## config.mk

```make
export PLATFORM = sky130hd
export DESIGN_NAME = tfhs_frame
export DESIGN_NICKNAME = d
export VERILOG_FILES = /design/src/hw/tfhs_pkg.sv /design/src/hw/tfhs_frame.sv
export SDC_FILE = /design/constraint.sdc
export NUM_CORES = 1
export LEC_CHECK = 0
export BUFFER_PORTS_ARGS = -buffer_cell sky130_fd_sc_hd__buf_4
export CORE_ASPECT_RATIO = 1.5
export CORE_MARGIN = 5
export CORE_UTILIZATION = 50
export DETAILED_ROUTE_END_ITERATION = 7
export PLACE_DENSITY_LB_ADDON = 0.1
export RECOVER_POWER = 100
export SETUP_SLACK_MARGIN = 0.1
export SLEW_MARGIN = 30
export SYNTH_ARGS = -nofsm -noshare
export SYNTH_HDL_FRONTEND = slang
export SYNTH_SLANG_ARGS = --single-unit
export TNS_END_PERCENT = 50
```

## constraint.sdc

```tcl
create_clock -name clk -period 4.7 [get_ports clk]
set_clock_uncertainty 0.1 [all_clocks]
set_input_delay 1.41 -clock clk [delete_from_list [all_inputs] [get_ports clk]]
set_output_delay 1.41 -clock clk [all_outputs]
set_load 0.01 [all_outputs]
```

## src/hw/tfhs_pkg.sv

```systemverilog
// Package: constants for the frame header and sequence block
package tfhs_pkg;
    // ------------------------------------------------------------
    // Control byte layout
    // ------------------------------------------------------------
    localparam logic [1:0] FT_APPL  = 2'h0;
    localparam logic [1:0] FT_RSVD  = 2'h1;
    localparam logic [1:0] FT_PRIV  = 2'h2;
    localparam logic [1:0] FT_CTRL  = 2'h3;
    localparam logic [1:0] RT_LINK  = 2'h0;
    localparam logic [1:0] RT_TOTAL = 2'h1;
    localparam logic [1:0] RT_RSVD  = 2'h2;
    localparam logic [1:0] RT_ABS   = 2'h3;
    localparam int FT_POS  = 2;
    localparam int EXT_BIT = 7;
    // ------------------------------------------------------------
    // Field limits
    // ------------------------------------------------------------
    localparam int PATH_MAX   = 4;
    localparam int CHAN_MAX   = 2;
    localparam int ADDR_MIN   = 2;
    localparam int DATA_MAX   = 128;
    localparam int SHORT_MAX  = 32;
    localparam int DATA_ALIGN = 8;
    localparam logic [7:0] SEQ_RESET = 8'h00;
    // Alert codes reported to link error recovery
    localparam logic [1:0] ALERT_NONE   = 2'h0;
    localparam logic [1:0] ALERT_SEQ    = 2'h1;
    localparam logic [1:0] ALERT_REJECT = 2'h2;
    // Parser states, Gray coded along the path
    typedef enum logic [2:0] {
        ST_CTRL = 3'h0,
        ST_PATH = 3'h1,
        ST_CHAN = 3'h3,
        ST_DATA = 3'h2,
        ST_STAT = 3'h6,
        ST_EXT  = 3'h7,
        ST_SKIP = 3'h5
    } tfhs_state_t;
endpackage : tfhs_pkg

```

## src/hw/tfhs_frame.sv

```systemverilog
// Receive header parser, sequence counters and transmit sequence insertion
// Behaviour
// [RULE1] Frame type 00 application, 01 reserved, 10 privileged, 11 control.
// [RULE2] Control reset type 00 link, 01 total, 11 absolute, 10 reserved.
// [RULE3] Total reset reinitialises state; absolute also may request self test.
// [RULE4] Two-bit transmit counter copied into sequence field, cleared when disabled.
// [RULE5] Transmit counter advances on closing flag of non-control unaborted frame.
// [RULE6] Receive counter cleared when disabled, advances on valid non-control frames.
// [RULE7] Matching sequence number accepts frame and acknowledges unless other error.
// [RULE8] Mismatch withholds acknowledgment, starts recovery with sequence alert.
// [RULE9] Forwarded frames get the outgoing link's counter in sequence field.
// [RULE10] Counters may widen to eight bits; low two bits in sequence field.
// [RULE11] Routers forward any control pattern if sequence number matches.
// [RULE12] Reserved frame or reset type starts recovery with frame-reject alert.
// [RULE13] Link reset carries status byte, extended adds receive count byte.
// [RULE14] Total and absolute reset carry a path field after control.
// [RULE15] Address follows control, two to six bytes, path then channel.
// [RULE16] Continuation bit set extends component; clear ends path then channel.
// [RULE17] Each address byte holds a seven-bit index.
// [RULE18] Continuation in bit seven, index in bits six to zero.
// [RULE19] Routers decrement first path byte, switches may delete it.
// [RULE20] Path one to four bytes, channel one to two; buffers sized.
// [RULE21] Channel zero always receives short messages.
// [RULE22] Data field zero to 128 bytes follows the address field.
// [RULE23] Non-final data frames are multiples of eight bytes; may reject.
// [RULE24] One short message per frame, data at most 32 bytes.
`timescale 1ns/1ns
module tfhs_frame #(
    parameter int SEQ_W = 2
) (
    input  wire logic             clk,
    input  wire logic             rst_n,
    input  wire logic             link_disabled,
    input  wire logic             ext_enable,
    input  wire logic             router_mode,
    input  wire logic             rx_valid,
    input  wire logic [7:0]       rx_byte,
    input  wire logic             rx_start,
    input  wire logic             rx_end,
    input  wire logic             rx_abort,
    input  wire logic             rx_crc_ok,
    input  wire logic             rx_last_xfer,
    input  wire logic             tx_in_valid,
    output logic                  tx_in_ready,
    input  wire logic [7:0]       tx_in_byte,
    input  wire logic             tx_in_first,
    input  wire logic             tx_end,
    input  wire logic             tx_abort,
    output logic                  tx_out_valid,
    input  wire logic             tx_out_ready,
    output logic [7:0]            tx_out_byte,
    output logic                  rx_ack,
    output logic                  rx_accept,
    output logic                  rx_forward,
    output logic                  link_error_recovery,
    output logic [1:0]            alert_code,
    output logic                  total_reset,
    output logic                  absolute_reset,
    output logic                  power_on_self_test,
    output logic                  link_reset_rx,
    output logic [7:0]            link_status,
    output logic [7:0]            ext_rx_count_field,
    output logic [6:0]            path_index [tfhs_pkg::PATH_MAX],
    output logic [2:0]            path_len,
    output logic [13:0]           channel,
    output logic                  short_message,
    output logic [7:0]            data_len,
    output logic [SEQ_W-1:0]      tx_seq,
    output logic [SEQ_W-1:0]      rx_seq
);
    // Refuse counter widths that the sequence field cannot serve
    if (SEQ_W < 2 || SEQ_W > 8) begin : g_seq_w_check
        $error("SEQ_W must be 2..8");
    end

    // ------------------------------------------------------------
    // Control byte decode
    // ------------------------------------------------------------
    wire logic [1:0] ftype_w = rx_byte[tfhs_pkg::FT_POS +: 2];   // [RULE1]
    wire logic [1:0] low2_w  = rx_byte[1:0];
    wire logic       ext_w   = rx_byte[tfhs_pkg::EXT_BIT];        // [RULE18]
    wire logic [6:0] idx_w   = rx_byte[6:0];                      // [RULE17]
    wire logic       hdr_w   = rx_valid & rx_start;
    // Routers hand on the first path hop already used up by this node
    wire logic [6:0] path_in_w = (router_mode && path_len == 3'h0 && idx_w != 7'h00) ?
                                 idx_w - 7'h01 : idx_w;               // [RULE19]

    tfhs_pkg::tfhs_state_t state_reg;
    tfhs_pkg::tfhs_state_t state_next;
    logic [1:0]  ftype_reg;
    logic [1:0]  rtype_reg;
    logic        seq_bad_reg;
    logic        reject_reg;
    logic [2:0]  addr_cnt_reg;
    logic [1:0]  chan_cnt_reg;
    logic [7:0]  dcnt_reg;

    wire logic is_ctrl_w = (ftype_reg == tfhs_pkg::FT_CTRL);
    wire logic [1:0] rx_low_w = rx_seq[1:0];

    // Next parser state from current byte
    always_comb begin
        state_next = state_reg;
        case (state_reg)
            tfhs_pkg::ST_CTRL: begin
                if (hdr_w && ftype_w != tfhs_pkg::FT_CTRL) begin
                    state_next = tfhs_pkg::ST_PATH;                 // [RULE15]
                end else if (hdr_w && (low2_w == tfhs_pkg::RT_TOTAL ||
                                       low2_w == tfhs_pkg::RT_ABS)) begin
                    state_next = tfhs_pkg::ST_PATH;                 // [RULE14]
                end else if (hdr_w && low2_w == tfhs_pkg::RT_LINK) begin
                    state_next = tfhs_pkg::ST_STAT;                 // [RULE13]
                end else if (hdr_w) begin
                    state_next = tfhs_pkg::ST_SKIP;
                end
            end
            tfhs_pkg::ST_PATH: begin
                if (rx_valid && !ext_w) begin
                    state_next = is_ctrl_w ? tfhs_pkg::ST_SKIP : tfhs_pkg::ST_CHAN; // [RULE16]
                end
            end
            tfhs_pkg::ST_CHAN: begin
                if (rx_valid && !ext_w) begin
                    state_next = tfhs_pkg::ST_DATA;                 // [RULE22]
                end
            end
            tfhs_pkg::ST_STAT: begin
                if (rx_valid) begin
                    state_next = ext_enable ? tfhs_pkg::ST_EXT : tfhs_pkg::ST_SKIP;
                end
            end
            tfhs_pkg::ST_EXT: begin
                if (rx_valid) begin
                    state_next = tfhs_pkg::ST_SKIP;
                end
            end
            tfhs_pkg::ST_DATA: state_next = tfhs_pkg::ST_DATA;
            tfhs_pkg::ST_SKIP: state_next = tfhs_pkg::ST_SKIP;
            default: state_next = tfhs_pkg::ST_CTRL;
        endcase
        if (rx_end || rx_abort) begin
            state_next = tfhs_pkg::ST_CTRL;
        end
    end

    // ------------------------------------------------------------
    // Frame end checks
    // ------------------------------------------------------------
    wire logic len_bad_w = (dcnt_reg > 8'(tfhs_pkg::DATA_MAX)) ||        // [RULE22]
                           (short_message && dcnt_reg > 8'(tfhs_pkg::SHORT_MAX)) || // [RULE24]
                           (!short_message && !rx_last_xfer &&
                            dcnt_reg[2:0] != 3'h0);                   // [RULE23]
    wire logic addr_bad_w = !is_ctrl_w && (addr_cnt_reg < 3'(tfhs_pkg::ADDR_MIN) ||
                            state_reg != tfhs_pkg::ST_DATA);          // [RULE15]
    wire logic ctrl_data_w = is_ctrl_w && state_reg == tfhs_pkg::ST_DATA;
    wire logic frame_end_w = rx_end && !rx_abort && rx_crc_ok;
    wire logic other_err_w = reject_reg || len_bad_w || addr_bad_w || ctrl_data_w;
    wire logic good_w      = frame_end_w && !is_ctrl_w && !seq_bad_reg && !other_err_w;
    wire logic fwd_w       = frame_end_w && router_mode && !seq_bad_reg;   // [RULE11]
    wire logic erp_w       = frame_end_w && !router_mode &&
                             (seq_bad_reg || other_err_w);
    wire logic ctrl_ok_w   = frame_end_w && is_ctrl_w && !other_err_w && !router_mode;
    wire logic seq_adv_w   = rx_end && !rx_abort && rx_crc_ok && !is_ctrl_w &&
                             !seq_bad_reg && !other_err_w;             // [RULE6]

    // ------------------------------------------------------------
    // Header registers
    // ------------------------------------------------------------
    always_ff @(posedge clk) begin
        if (!rst_n) begin
            state_reg    <= tfhs_pkg::ST_CTRL;
            ftype_reg    <= tfhs_pkg::FT_APPL;
            rtype_reg    <= tfhs_pkg::RT_LINK;
            seq_bad_reg  <= 1'b0;
            reject_reg   <= 1'b0;
            addr_cnt_reg <= 3'h0;
            chan_cnt_reg <= 2'h0;
            dcnt_reg     <= 8'h00;
        end else begin
            state_reg <= state_next;
            if (hdr_w) begin
                ftype_reg    <= ftype_w;
                rtype_reg    <= low2_w;
                seq_bad_reg  <= (ftype_w != tfhs_pkg::FT_CTRL) && (low2_w != rx_low_w); // [RULE8]
                reject_reg   <= (ftype_w == tfhs_pkg::FT_RSVD) ||
                                (ftype_w == tfhs_pkg::FT_CTRL &&
                                 low2_w == tfhs_pkg::RT_RSVD);      // [RULE12]
                addr_cnt_reg <= 3'h0;
                chan_cnt_reg <= 2'h0;
                dcnt_reg     <= 8'h00;
            end else if (rx_valid) begin
                if (state_reg == tfhs_pkg::ST_PATH || state_reg == tfhs_pkg::ST_CHAN) begin
                    addr_cnt_reg <= addr_cnt_reg + 3'h1;
                end
                if (state_reg == tfhs_pkg::ST_CHAN) begin
                    chan_cnt_reg <= chan_cnt_reg + 2'h1;
                end
                if (state_reg == tfhs_pkg::ST_DATA && dcnt_reg != 8'hFF) begin
                    dcnt_reg <= dcnt_reg + 8'h01;
                end
            end
        end
    end

    // Path and channel capture, buffers sized for maximum lengths
    always_ff @(posedge clk) begin
        if (!rst_n) begin
            path_len <= 3'h0;
            channel  <= 14'h0000;
            for (int i = 0; i < tfhs_pkg::PATH_MAX; i++) begin
                path_index[i] <= 7'h00;
            end
        end else if (hdr_w) begin
            path_len <= 3'h0;
            channel  <= 14'h0000;
        end else if (rx_valid && state_reg == tfhs_pkg::ST_PATH &&
                     path_len < 3'(tfhs_pkg::PATH_MAX)) begin
            path_index[path_len[1:0]] <= path_in_w;                   // [RULE20]
            path_len <= path_len + 3'h1;
        end else if (rx_valid && state_reg == tfhs_pkg::ST_CHAN &&
                     chan_cnt_reg < 2'(tfhs_pkg::CHAN_MAX)) begin
            channel <= {channel[6:0], idx_w};                         // [RULE20]
        end
    end

    // Link reset status and extended count capture
    always_ff @(posedge clk) begin
        if (!rst_n) begin
            link_status        <= 8'h00;
            ext_rx_count_field <= 8'h00;
        end else if (rx_valid && state_reg == tfhs_pkg::ST_STAT) begin
            link_status <= rx_byte;                                   // [RULE13]
        end else if (rx_valid && state_reg == tfhs_pkg::ST_EXT) begin
            ext_rx_count_field <= rx_byte;                            // [RULE10]
        end
    end

    // Channel zero is the short message channel
    assign short_message = (channel == 14'h0000) && (chan_cnt_reg == 2'h1); // [RULE21]
    assign data_len      = dcnt_reg;

    // ------------------------------------------------------------
    // Result pulses and held alert code
    // ------------------------------------------------------------
    always_ff @(posedge clk) begin
        if (!rst_n) begin
            rx_ack              <= 1'b0;
            rx_accept           <= 1'b0;
            rx_forward          <= 1'b0;
            link_error_recovery <= 1'b0;
            alert_code          <= tfhs_pkg::ALERT_NONE;
            total_reset         <= 1'b0;
            absolute_reset      <= 1'b0;
            power_on_self_test  <= 1'b0;
            link_reset_rx       <= 1'b0;
        end else begin
            rx_ack        <= good_w && !router_mode;                  // [RULE7]
            rx_accept     <= good_w && !router_mode;
            rx_forward    <= fwd_w;                                   // [RULE11]
            link_error_recovery <= erp_w;                             // [RULE8]
            // Reject outranks a sequence error
            if (erp_w) begin
                alert_code <= other_err_w ? tfhs_pkg::ALERT_REJECT : tfhs_pkg::ALERT_SEQ; // [RULE12]
            end
            total_reset    <= ctrl_ok_w && (rtype_reg == tfhs_pkg::RT_TOTAL ||
                                            rtype_reg == tfhs_pkg::RT_ABS); // [RULE3]
            absolute_reset <= ctrl_ok_w && rtype_reg == tfhs_pkg::RT_ABS;   // [RULE2]
            power_on_self_test <= ctrl_ok_w && rtype_reg == tfhs_pkg::RT_ABS;
            link_reset_rx  <= ctrl_ok_w && rtype_reg == tfhs_pkg::RT_LINK;
        end
    end

    // Receive counter; total reset also clears it
    always_ff @(posedge clk) begin
        if (!rst_n || link_disabled || total_reset) begin
            rx_seq <= SEQ_W'(tfhs_pkg::SEQ_RESET);                    // [RULE6]
        end else if (seq_adv_w) begin
            rx_seq <= rx_seq + SEQ_W'(1);                             // [RULE10]
        end
    end

    // ------------------------------------------------------------
    // Transmit path: two-entry skid buffer with sequence insertion
    // ------------------------------------------------------------
    logic [7:0] buf_reg [2];
    logic [1:0] cnt_reg;
    logic       tx_ctrl_reg;
    logic       tx_open_reg;
    wire logic  push_w = tx_in_valid && tx_in_ready;
    wire logic  pop_w  = tx_out_valid && tx_out_ready;
    wire logic  tx_hdr_ctrl_w = tx_in_byte[tfhs_pkg::FT_POS +: 2] == tfhs_pkg::FT_CTRL;
    // Control bytes of sequenced frames get our counter, forwarded ones too
    wire logic [7:0] tx_ins_w = (tx_in_first && !tx_hdr_ctrl_w) ?
                                {tx_in_byte[7:2], tx_seq[1:0]} : tx_in_byte; // [RULE4] [RULE9]

    assign tx_in_ready  = (cnt_reg != 2'h2);
    assign tx_out_valid = (cnt_reg != 2'h0);
    assign tx_out_byte  = buf_reg[0];

    always_ff @(posedge clk) begin
        if (!rst_n) begin
            cnt_reg    <= 2'h0;
            buf_reg[0] <= 8'h00;
            buf_reg[1] <= 8'h00;
        end else begin
            cnt_reg <= cnt_reg + {1'b0, push_w} - {1'b0, pop_w};
            if (pop_w) begin
                buf_reg[0] <= (cnt_reg == 2'h2) ? buf_reg[1] : tx_ins_w;
            end else if (push_w && cnt_reg == 2'h0) begin
                buf_reg[0] <= tx_ins_w;
            end
            if (push_w && ((cnt_reg == 2'h1 && !pop_w) || cnt_reg == 2'h2)) begin
                buf_reg[1] <= tx_ins_w;
            end
        end
    end

    // Transmit counter follows the frame type of the frame in flight
    always_ff @(posedge clk) begin
        if (!rst_n || link_disabled || total_reset) begin
            tx_seq      <= SEQ_W'(tfhs_pkg::SEQ_RESET);               // [RULE4]
            tx_ctrl_reg <= 1'b0;
            tx_open_reg <= 1'b0;
        end else begin
            if (push_w && tx_in_first) begin
                tx_ctrl_reg <= tx_hdr_ctrl_w;
                tx_open_reg <= 1'b1;
            end else if (tx_end || tx_abort) begin
                tx_open_reg <= 1'b0;
            end
            if (tx_end && !tx_abort && tx_open_reg && !tx_ctrl_reg) begin
                tx_seq <= tx_seq + SEQ_W'(1);                          // [RULE5]
            end
        end
    end

    // ------------------------------------------------------------
    // Checks
    // ------------------------------------------------------------
    a_seq_mismatch: assert property (@(posedge clk) disable iff (!rst_n)   // [RULE8]
        (rx_end && !rx_abort && rx_crc_ok && seq_bad_reg && !router_mode)
        |=> link_error_recovery && !rx_ack) else $error("mismatch not reported");
    a_rx_advance: assert property (@(posedge clk) disable iff (!rst_n)     // [RULE6]
        (is_ctrl_w || rx_abort) && !link_disabled && !total_reset
        |=> $stable(rx_seq)) else $error("rx counter moved");
    a_tx_advance: assert property (@(posedge clk) disable iff (!rst_n)     // [RULE5]
        (tx_end && !tx_abort && tx_open_reg && !tx_ctrl_reg && !link_disabled && !total_reset)
        |=> tx_seq == $past(tx_seq) + SEQ_W'(1)) else $error("tx counter stuck");
    a_tx_clear: assert property (@(posedge clk) disable iff (!rst_n)       // [RULE4]
        link_disabled |=> tx_seq == '0 && rx_seq == '0) else $error("counter not cleared");
    a_reject_code: assert property (@(posedge clk) disable iff (!rst_n)    // [RULE12]
        (frame_end_w && reject_reg && !router_mode)
        |=> alert_code == tfhs_pkg::ALERT_REJECT) else $error("reject code wrong");
    a_ack_ok: assert property (@(posedge clk) disable iff (!rst_n)         // [RULE7]
        rx_ack |-> !$past(seq_bad_reg) && !$past(is_ctrl_w)) else $error("bad ack");
    a_abs_total: assert property (@(posedge clk) disable iff (!rst_n)      // [RULE3]
        absolute_reset |-> total_reset) else $error("absolute without total");
    a_buf_hold: assert property (@(posedge clk) disable iff (!rst_n)       // [RULE9]
        tx_out_valid && !tx_out_ready |=> tx_out_valid && $stable(tx_out_byte))
        else $error("buffer lost word");
endmodule : tfhs_frame

```

# Yosys cells after proc, flatten, opt, wreduce, memory -nomap -nowiden
# Memories as Yosys holds them, arrays and structs flattened.
# Cells that the tools add are included.
[word_totals]
ff_bits = 99
ram_bits = 16
input_bits = 32
output_inout_bits = 94
n_memories = 1
[memory_table]
columns = ["memory", "depth", "width", "read_ports", "rd_ports_with_merged_regs", "wr", "line_no", "rtl"]
rows = [
  ["buf_reg", 2, 8, 2, 0, 2, "tfhs_frame.sv:285", "logic [7:0] buf_reg [2];"],
]
[classes]
n_addsub = 9
magnitude_cmp = 7
n_eq_ne = 28
mux = 34
bitwise_logic = 9
n_reduce_logical = 96
[op_table]
columns = ["op", "n"]
rows = [
  ["1-bit logical AND", 48],
  ["8-bit two-way mux", 4],
  ["28-bit bitwise mux", 1],
  ["3-bit two-way mux", 9],
  ["3-bit case mux with 7 select lines", 1],
  ["1-bit logical OR", 16],
  ["7-bit demux with 2-bit select", 1],
  ["2-bit equality test (second input constant)", 7],
  ["14-bit zero test", 1],
  ["7-bit two-way mux", 2],
  ["1-bit zero test", 13],
  ["1-bit two-way mux", 13],
  ["2-bit != test (second input constant)", 6],
  ["2-bit AND reduction", 6],
  ["2-bit by 1-bit equality test with 1-bit output (second input constant)", 5],
  ["3-bit equality test (second input constant)", 3],
  ["8-bit by 1-bit adder with 8-bit output (second input constant)", 1],
  ["8-bit by 6-bit > comparator with 1-bit output (second input constant)", 1],
  ["8-bit > comparator (second input constant)", 1],
  ["8-bit != test (second input constant)", 1],
  ["7-bit nonzero test", 1],
  ["7-bit by 1-bit subtractor with 7-bit output (second input constant)", 1],
  ["2-bit by 1-bit adder with 2-bit output (second input constant)", 3],
  ["3-bit by 1-bit adder with 3-bit output (second input constant)", 2],
  ["23 further kinds", 36],
]

# Longest topological paths before layout
[logic_depth]
ltp_word = 13
mapped_depth = 10
mapped_depth_nobuf = 9

# Worst setup path before layout
# OpenSTA, ideal clock, no wires.
[synth_path]
path_kind = "input to register"
start = "in rx_byte[0]"
end = "reg path_index[6] in the netlist's numbering"
setup_time_ns = 0.128
arrival_ns = 2.705
required_ns = 4.472
setup_slack_ns = 1.767
cell_stages = 7
path_cell_list = "clkbuf_1 -> inv_1 -> ha_1 -> nand2_1 -> o41ai_1 -> mux2_2 -> nor2_1"
[synth_between]
elab_chain_cells = 4
word_cells_on_any_way = 5
[synth_lines]
columns = ["item", "line_no", "rtl"]
rows = [
  ["from (decl)", "tfhs_frame.sv:37", "input wire logic [7:0] rx_byte,"],
  ["parallel branches: the longest is 2 deep, another holds 7-bit by 1-bit subtractor with 7-bit output", "-", ""],
  ["7-bit two-way mux (*)", "tfhs_frame.sv:85", "wire logic [6:0] path_in_w = (router_mode && path_len == 3'h0 && idx_w != 7'h00) ?"],
  ["28-bit bitwise mux (*)", "tfhs_frame.sv:218", "path_index[path_len[1:0]] <= path_in_w;"],
  ["to (signal, indexed assignment)", "tfhs_frame.sv:218", ""],
  ["to (decl)", "tfhs_frame.sv:63", "output logic [6:0] path_index [tfhs_pkg::PATH_MAX],"],
]
# Mark *: on every way between the ends.
# A chain may end at the register's enable or synchronous reset.

# Worst setup path after layout
[layout_path]
start = "in rst_n"
end = "reg rx_seq[0]"
[layout_between]
elab_chain_cells = 3
[layout_lines]
columns = ["item", "line_no", "rtl"]
rows = [
  ["from (decl)", "tfhs_frame.sv:32", "input wire logic rst_n,"],
  ["1-bit zero test", "tfhs_frame.sv:275", "if (!rst_n || link_disabled || total_reset) begin"],
  ["1-bit logical OR (2 in series)", "tfhs_frame.sv:275", ""],
  ["to (signal assigned)", "tfhs_frame.sv:276", "rx_seq <= SEQ_W'(tfhs_pkg::SEQ_RESET);"],
  ["to (signal assigned)", "tfhs_frame.sv:278", "rx_seq <= rx_seq + SEQ_W'(1);"],
  ["to (decl)", "tfhs_frame.sv:69", "output logic [SEQ_W-1:0] rx_seq"],
]
# No other way between the ends.

==> reports/metrics.json <==
{
  "critical_path": {
    "cp-startpoint": "rst_n",
    "cp_cell_sequence": "clkbuf_1 > clkinv_1 > buf_4 > or3_1 > a21oi_1",
    "path_class": "in -> reg",
    "r2r_slack_ns": 2.17,
    "critPathLaunchType": "input port",
    "critPathMaxFanout": 36,
    "worst_setup_path_end_kind": "flip-flop",
    "cpMaxStageDelayCell": "sky130_fd_sc_hd__clkbuf_1",
    "reg2reg_from": "state_reg[0]",
    "cp.arrival_ns": 3.62,
    "critical_path.max_stage_delay_ns": 0.66,
    "critPathRequiredTime_ns": 4.94
  },
  "global_route": {
    "number_of_global_route_vias_before_repair": 4343,
    "grt_remaining_overflow": 0,
    "wire_length_of_the_first_global_routing_pass_um": 20960,
    "grt_util_all_layers_pct": 20.95,
    "initial_antenna_violation_count": 0,
    "largest_net_degree_at_the_start_of_global_routing": 37
  },
  "timing": {
    "setup-violations-final": 0,
    "final-hold-violation-count": 0,
    "achievable_freq_ghz": 0.2958,
    "max-slew-margin-rel_pct": 25.12,
    "final_max_slew_viol_count": 0,
    "fin_tns_setup_ns": 0,
    "finalCriticalPeriod_ns": 3.380,
    "unrepaired_setup_endpoints_after_global_routing": "no",
    "tightestPinTransition_ns": 1.111,
    "layout_worst_path_cycle_share_pct": 71.92
  },
  "final_layout": {
    "most-common-layout-cells": "sky130_fd_sc_hd__dfxtp_1, sky130_fd_sc_hd__clkbuf_1, sky130_fd_sc_hd__nand2_1, sky130_fd_sc_hd__nor2_1, sky130_fd_sc_hd__a21oi_1",
    "finish.net_count": 717,
    "area.sequential_um2": 2462,
    "antennaDiodeCount": 0,
    "layout_commonest_cell": "sky130_fd_sc_hd__dfxtp_1",
    "synthToLayoutAreaGrowth_pct": 20.77,
    "multi_input_area_um2": 2376,
    "largest_register_ffs": 28,
    "finish.instance_area_um2": 6264,
    "finalCoreUtilization_pct": 61.80,
    "filler_cell_count": 933,
    "layout.cells.non_filler": 801,
    "layout_cells_sized_above_1_pct": 11.84
  },
  "floorplan": {
    "top_level_ports": 126,
    "dieArea_um2": 12550,
    "core_box_area_um2": 10130,
    "die_w_um": 93.16,
    "rows": 45,
    "floorplan.die.height_um": 134.7,
    "starting_density_of_the_core_pct": 51.17
  },
  "placed_design": {
    "hpwl_um": 9370,
    "port_buffers": 125,
    "routabilityCongestion": 0.8046,
    "numPlacedInstances": 769,
    "placement.cell_area_um2": 6047
  },
  "power_and_ir_drop": {
    "powerDensity_nw_per_um2": 416.0,
    "vdd.ir_drop.worst_mv": 0.2566,
    "cellLeakagePower_nw": 2.224
  },
  "yosys": {
    "postSynthAreaPerCell_um2": 9.163,
    "total_nets_after_synthesis": 612,
    "total_of_flip_flops_plus_latches_after_synthesis": 115,
    "synth_seq_area_share_pct": 47.48,
    "synth.lib_cells_used.distinct": 64,
    "syn-cell-area_um2": 5186,
    "yosysWarnings": 0,
    "post_synth_inst_count": 566
  },
  "clock_tree": {
    "cts_inserted_buffers": 17,
    "cts_hold_buf": 0,
    "cts.reportedPaths.clkPinSlew_ns": 0.06,
    "cts.path.max_buffers": 2,
    "post_cts.resized_instances": 0,
    "cts_tree": "yes",
    "cts_setup_buffers": 0,
    "worst_skew_pair.late_latency_ns": 0.41,
    "clock-sinks": 115,
    "cts_max_level": 4,
    "clockRootBuffer": "sky130_fd_sc_hd__clkbuf_16"
  },
  "route": {
    "drt.antenna.violating_nets": 0,
    "initialDrtViolationCount": 259,
    "wl_cell_um": 15.92,
    "postRouteWirelength_um": 12750,
    "routed_via_density": 5.469,
    "num_vias": 4381,
    "remaining_drc_errors": 0,
    "drtPass1Iterations": 6
  },
  "outcome": {
    "outcome": "complete, no violations"
  },
  "flow_run": {
    "max_cap_viol_count": 0
  },
  "worst_hold_path": {
    "source_of_the_worst_hold_timing_path": "ext_rx_count_field[0]",
    "timing.hold.worst.class": "reg -> reg"
  }
}
## metal layers
metal | up-vias | wire, um | global-route usage (%)
met5 | - | 0 | 0
met4 | 0 | 282 | 8.476
met3 | 24 | 709 | 5.407
met2 | 126 | 6803 | 37.39
met1 | 2077 | 4954 | 23.49
li1 | 2154 | - | -
## metrics by stage
step / setup WS (ns) / total power, W / hold WS, ns
floorplan: 1.767 / 0.001267 / 0.3212
global placement: 1.417 / 0.001339 / 0.3470
detailed placement: 1.356 / 0.001349 / 0.3471
CTS: 1.410 / 0.002655 / 0.3553
global route: 1.146 / 0.002708 / 0.3779
finish: 1.320 / 0.002605 / 0.3528
## synth_stat cells, drive strengths merged
cell type	number	area share (%)
or3b	1	0.17
and3b	1	0.17
and4bb	1	0.24
mux2i	21	4.3
o31ai	1	0.41
o221ai	1	0.29
a211oi	16	2.3
o21a	4	0.58
nor2	66	5.0
and2	12	1.4
nor4bb	2	0.39
a311oi	1	0.17
a21oi	52	5.2
nand4	8	1.1
o211ai	4	0.58
nor3	8	0.77
a32oi	1	0.17
nor3b	2	0.39
nand4b	2	0.34
and3	6	0.72
nand3	10	0.97
dfxtp	99	38
a31o	3	0.51
o41ai	1	0.17
mux2	1	0.22
a221oi	2	0.46
nand2	80	6.0
inv	23	1.7
nand3b	2	0.29
xor2	7	1.2
buf	26	3.4
nor4	6	1.3
clkbuf	14	1.0
or2	3	0.36
xnor2	12	2.0
edfxtp	16	9.3
or3	5	0.60
o21ai	20	1.9
a31oi	1	0.41
ha	14	3.4
nor4b	3	0.92
o2bb2ai	1	0.17
clkinv	1	0.072
nor2b	2	0.24
nand2b	4	0.48
## critical path, delay by kind of cell
family / cells / cell delay (ns)
compound gates: 1 / 0.15
buf+inv: 3 / 1.51
simple gates: 1 / 0.53
## layout make-up
type | count | area share [%]
Clock buffer | 19 | 7.411
Clock inverter | 13 | 2.337
Inverter | 24 | 1.438
Multi-Input combinational cell | 387 | 37.93
Sequential cell | 115 | 39.31
Tap cell | 117 | 2.337
Timing Repair Buffer | 126 | 9.229
## worst paths after layout
| check | to | cells after the start |
|---|---|---|
| worst min register to register | ext_rx_count_field[0] | 2 |
| worst min-delay path | ext_rx_count_field[0] | 2 |
| worst max register to register | path_index[6] | 5 |
| worst max-delay path | rx_seq[0] | 5 |
## power by group
part	total (W)	internal, W	switching (W)
clock	0.00130	0.000832	0.000472
combinational	0.000236	0.0000815	0.000154
sequential	0.00107	0.00105	0.0000174
## cell families after synthesis
logic type                 share of synthesized area, %
adders and majority gates                         3.378
DFF                                               47.48
muxes                                             4.511
AOI/OAI and AO/OA                                 13.39
xor gates and xnor gates                          3.209
buffers and inverters                             6.200
and+or+nand+nor                                   21.83
Power figures use the tool's default switching activity.
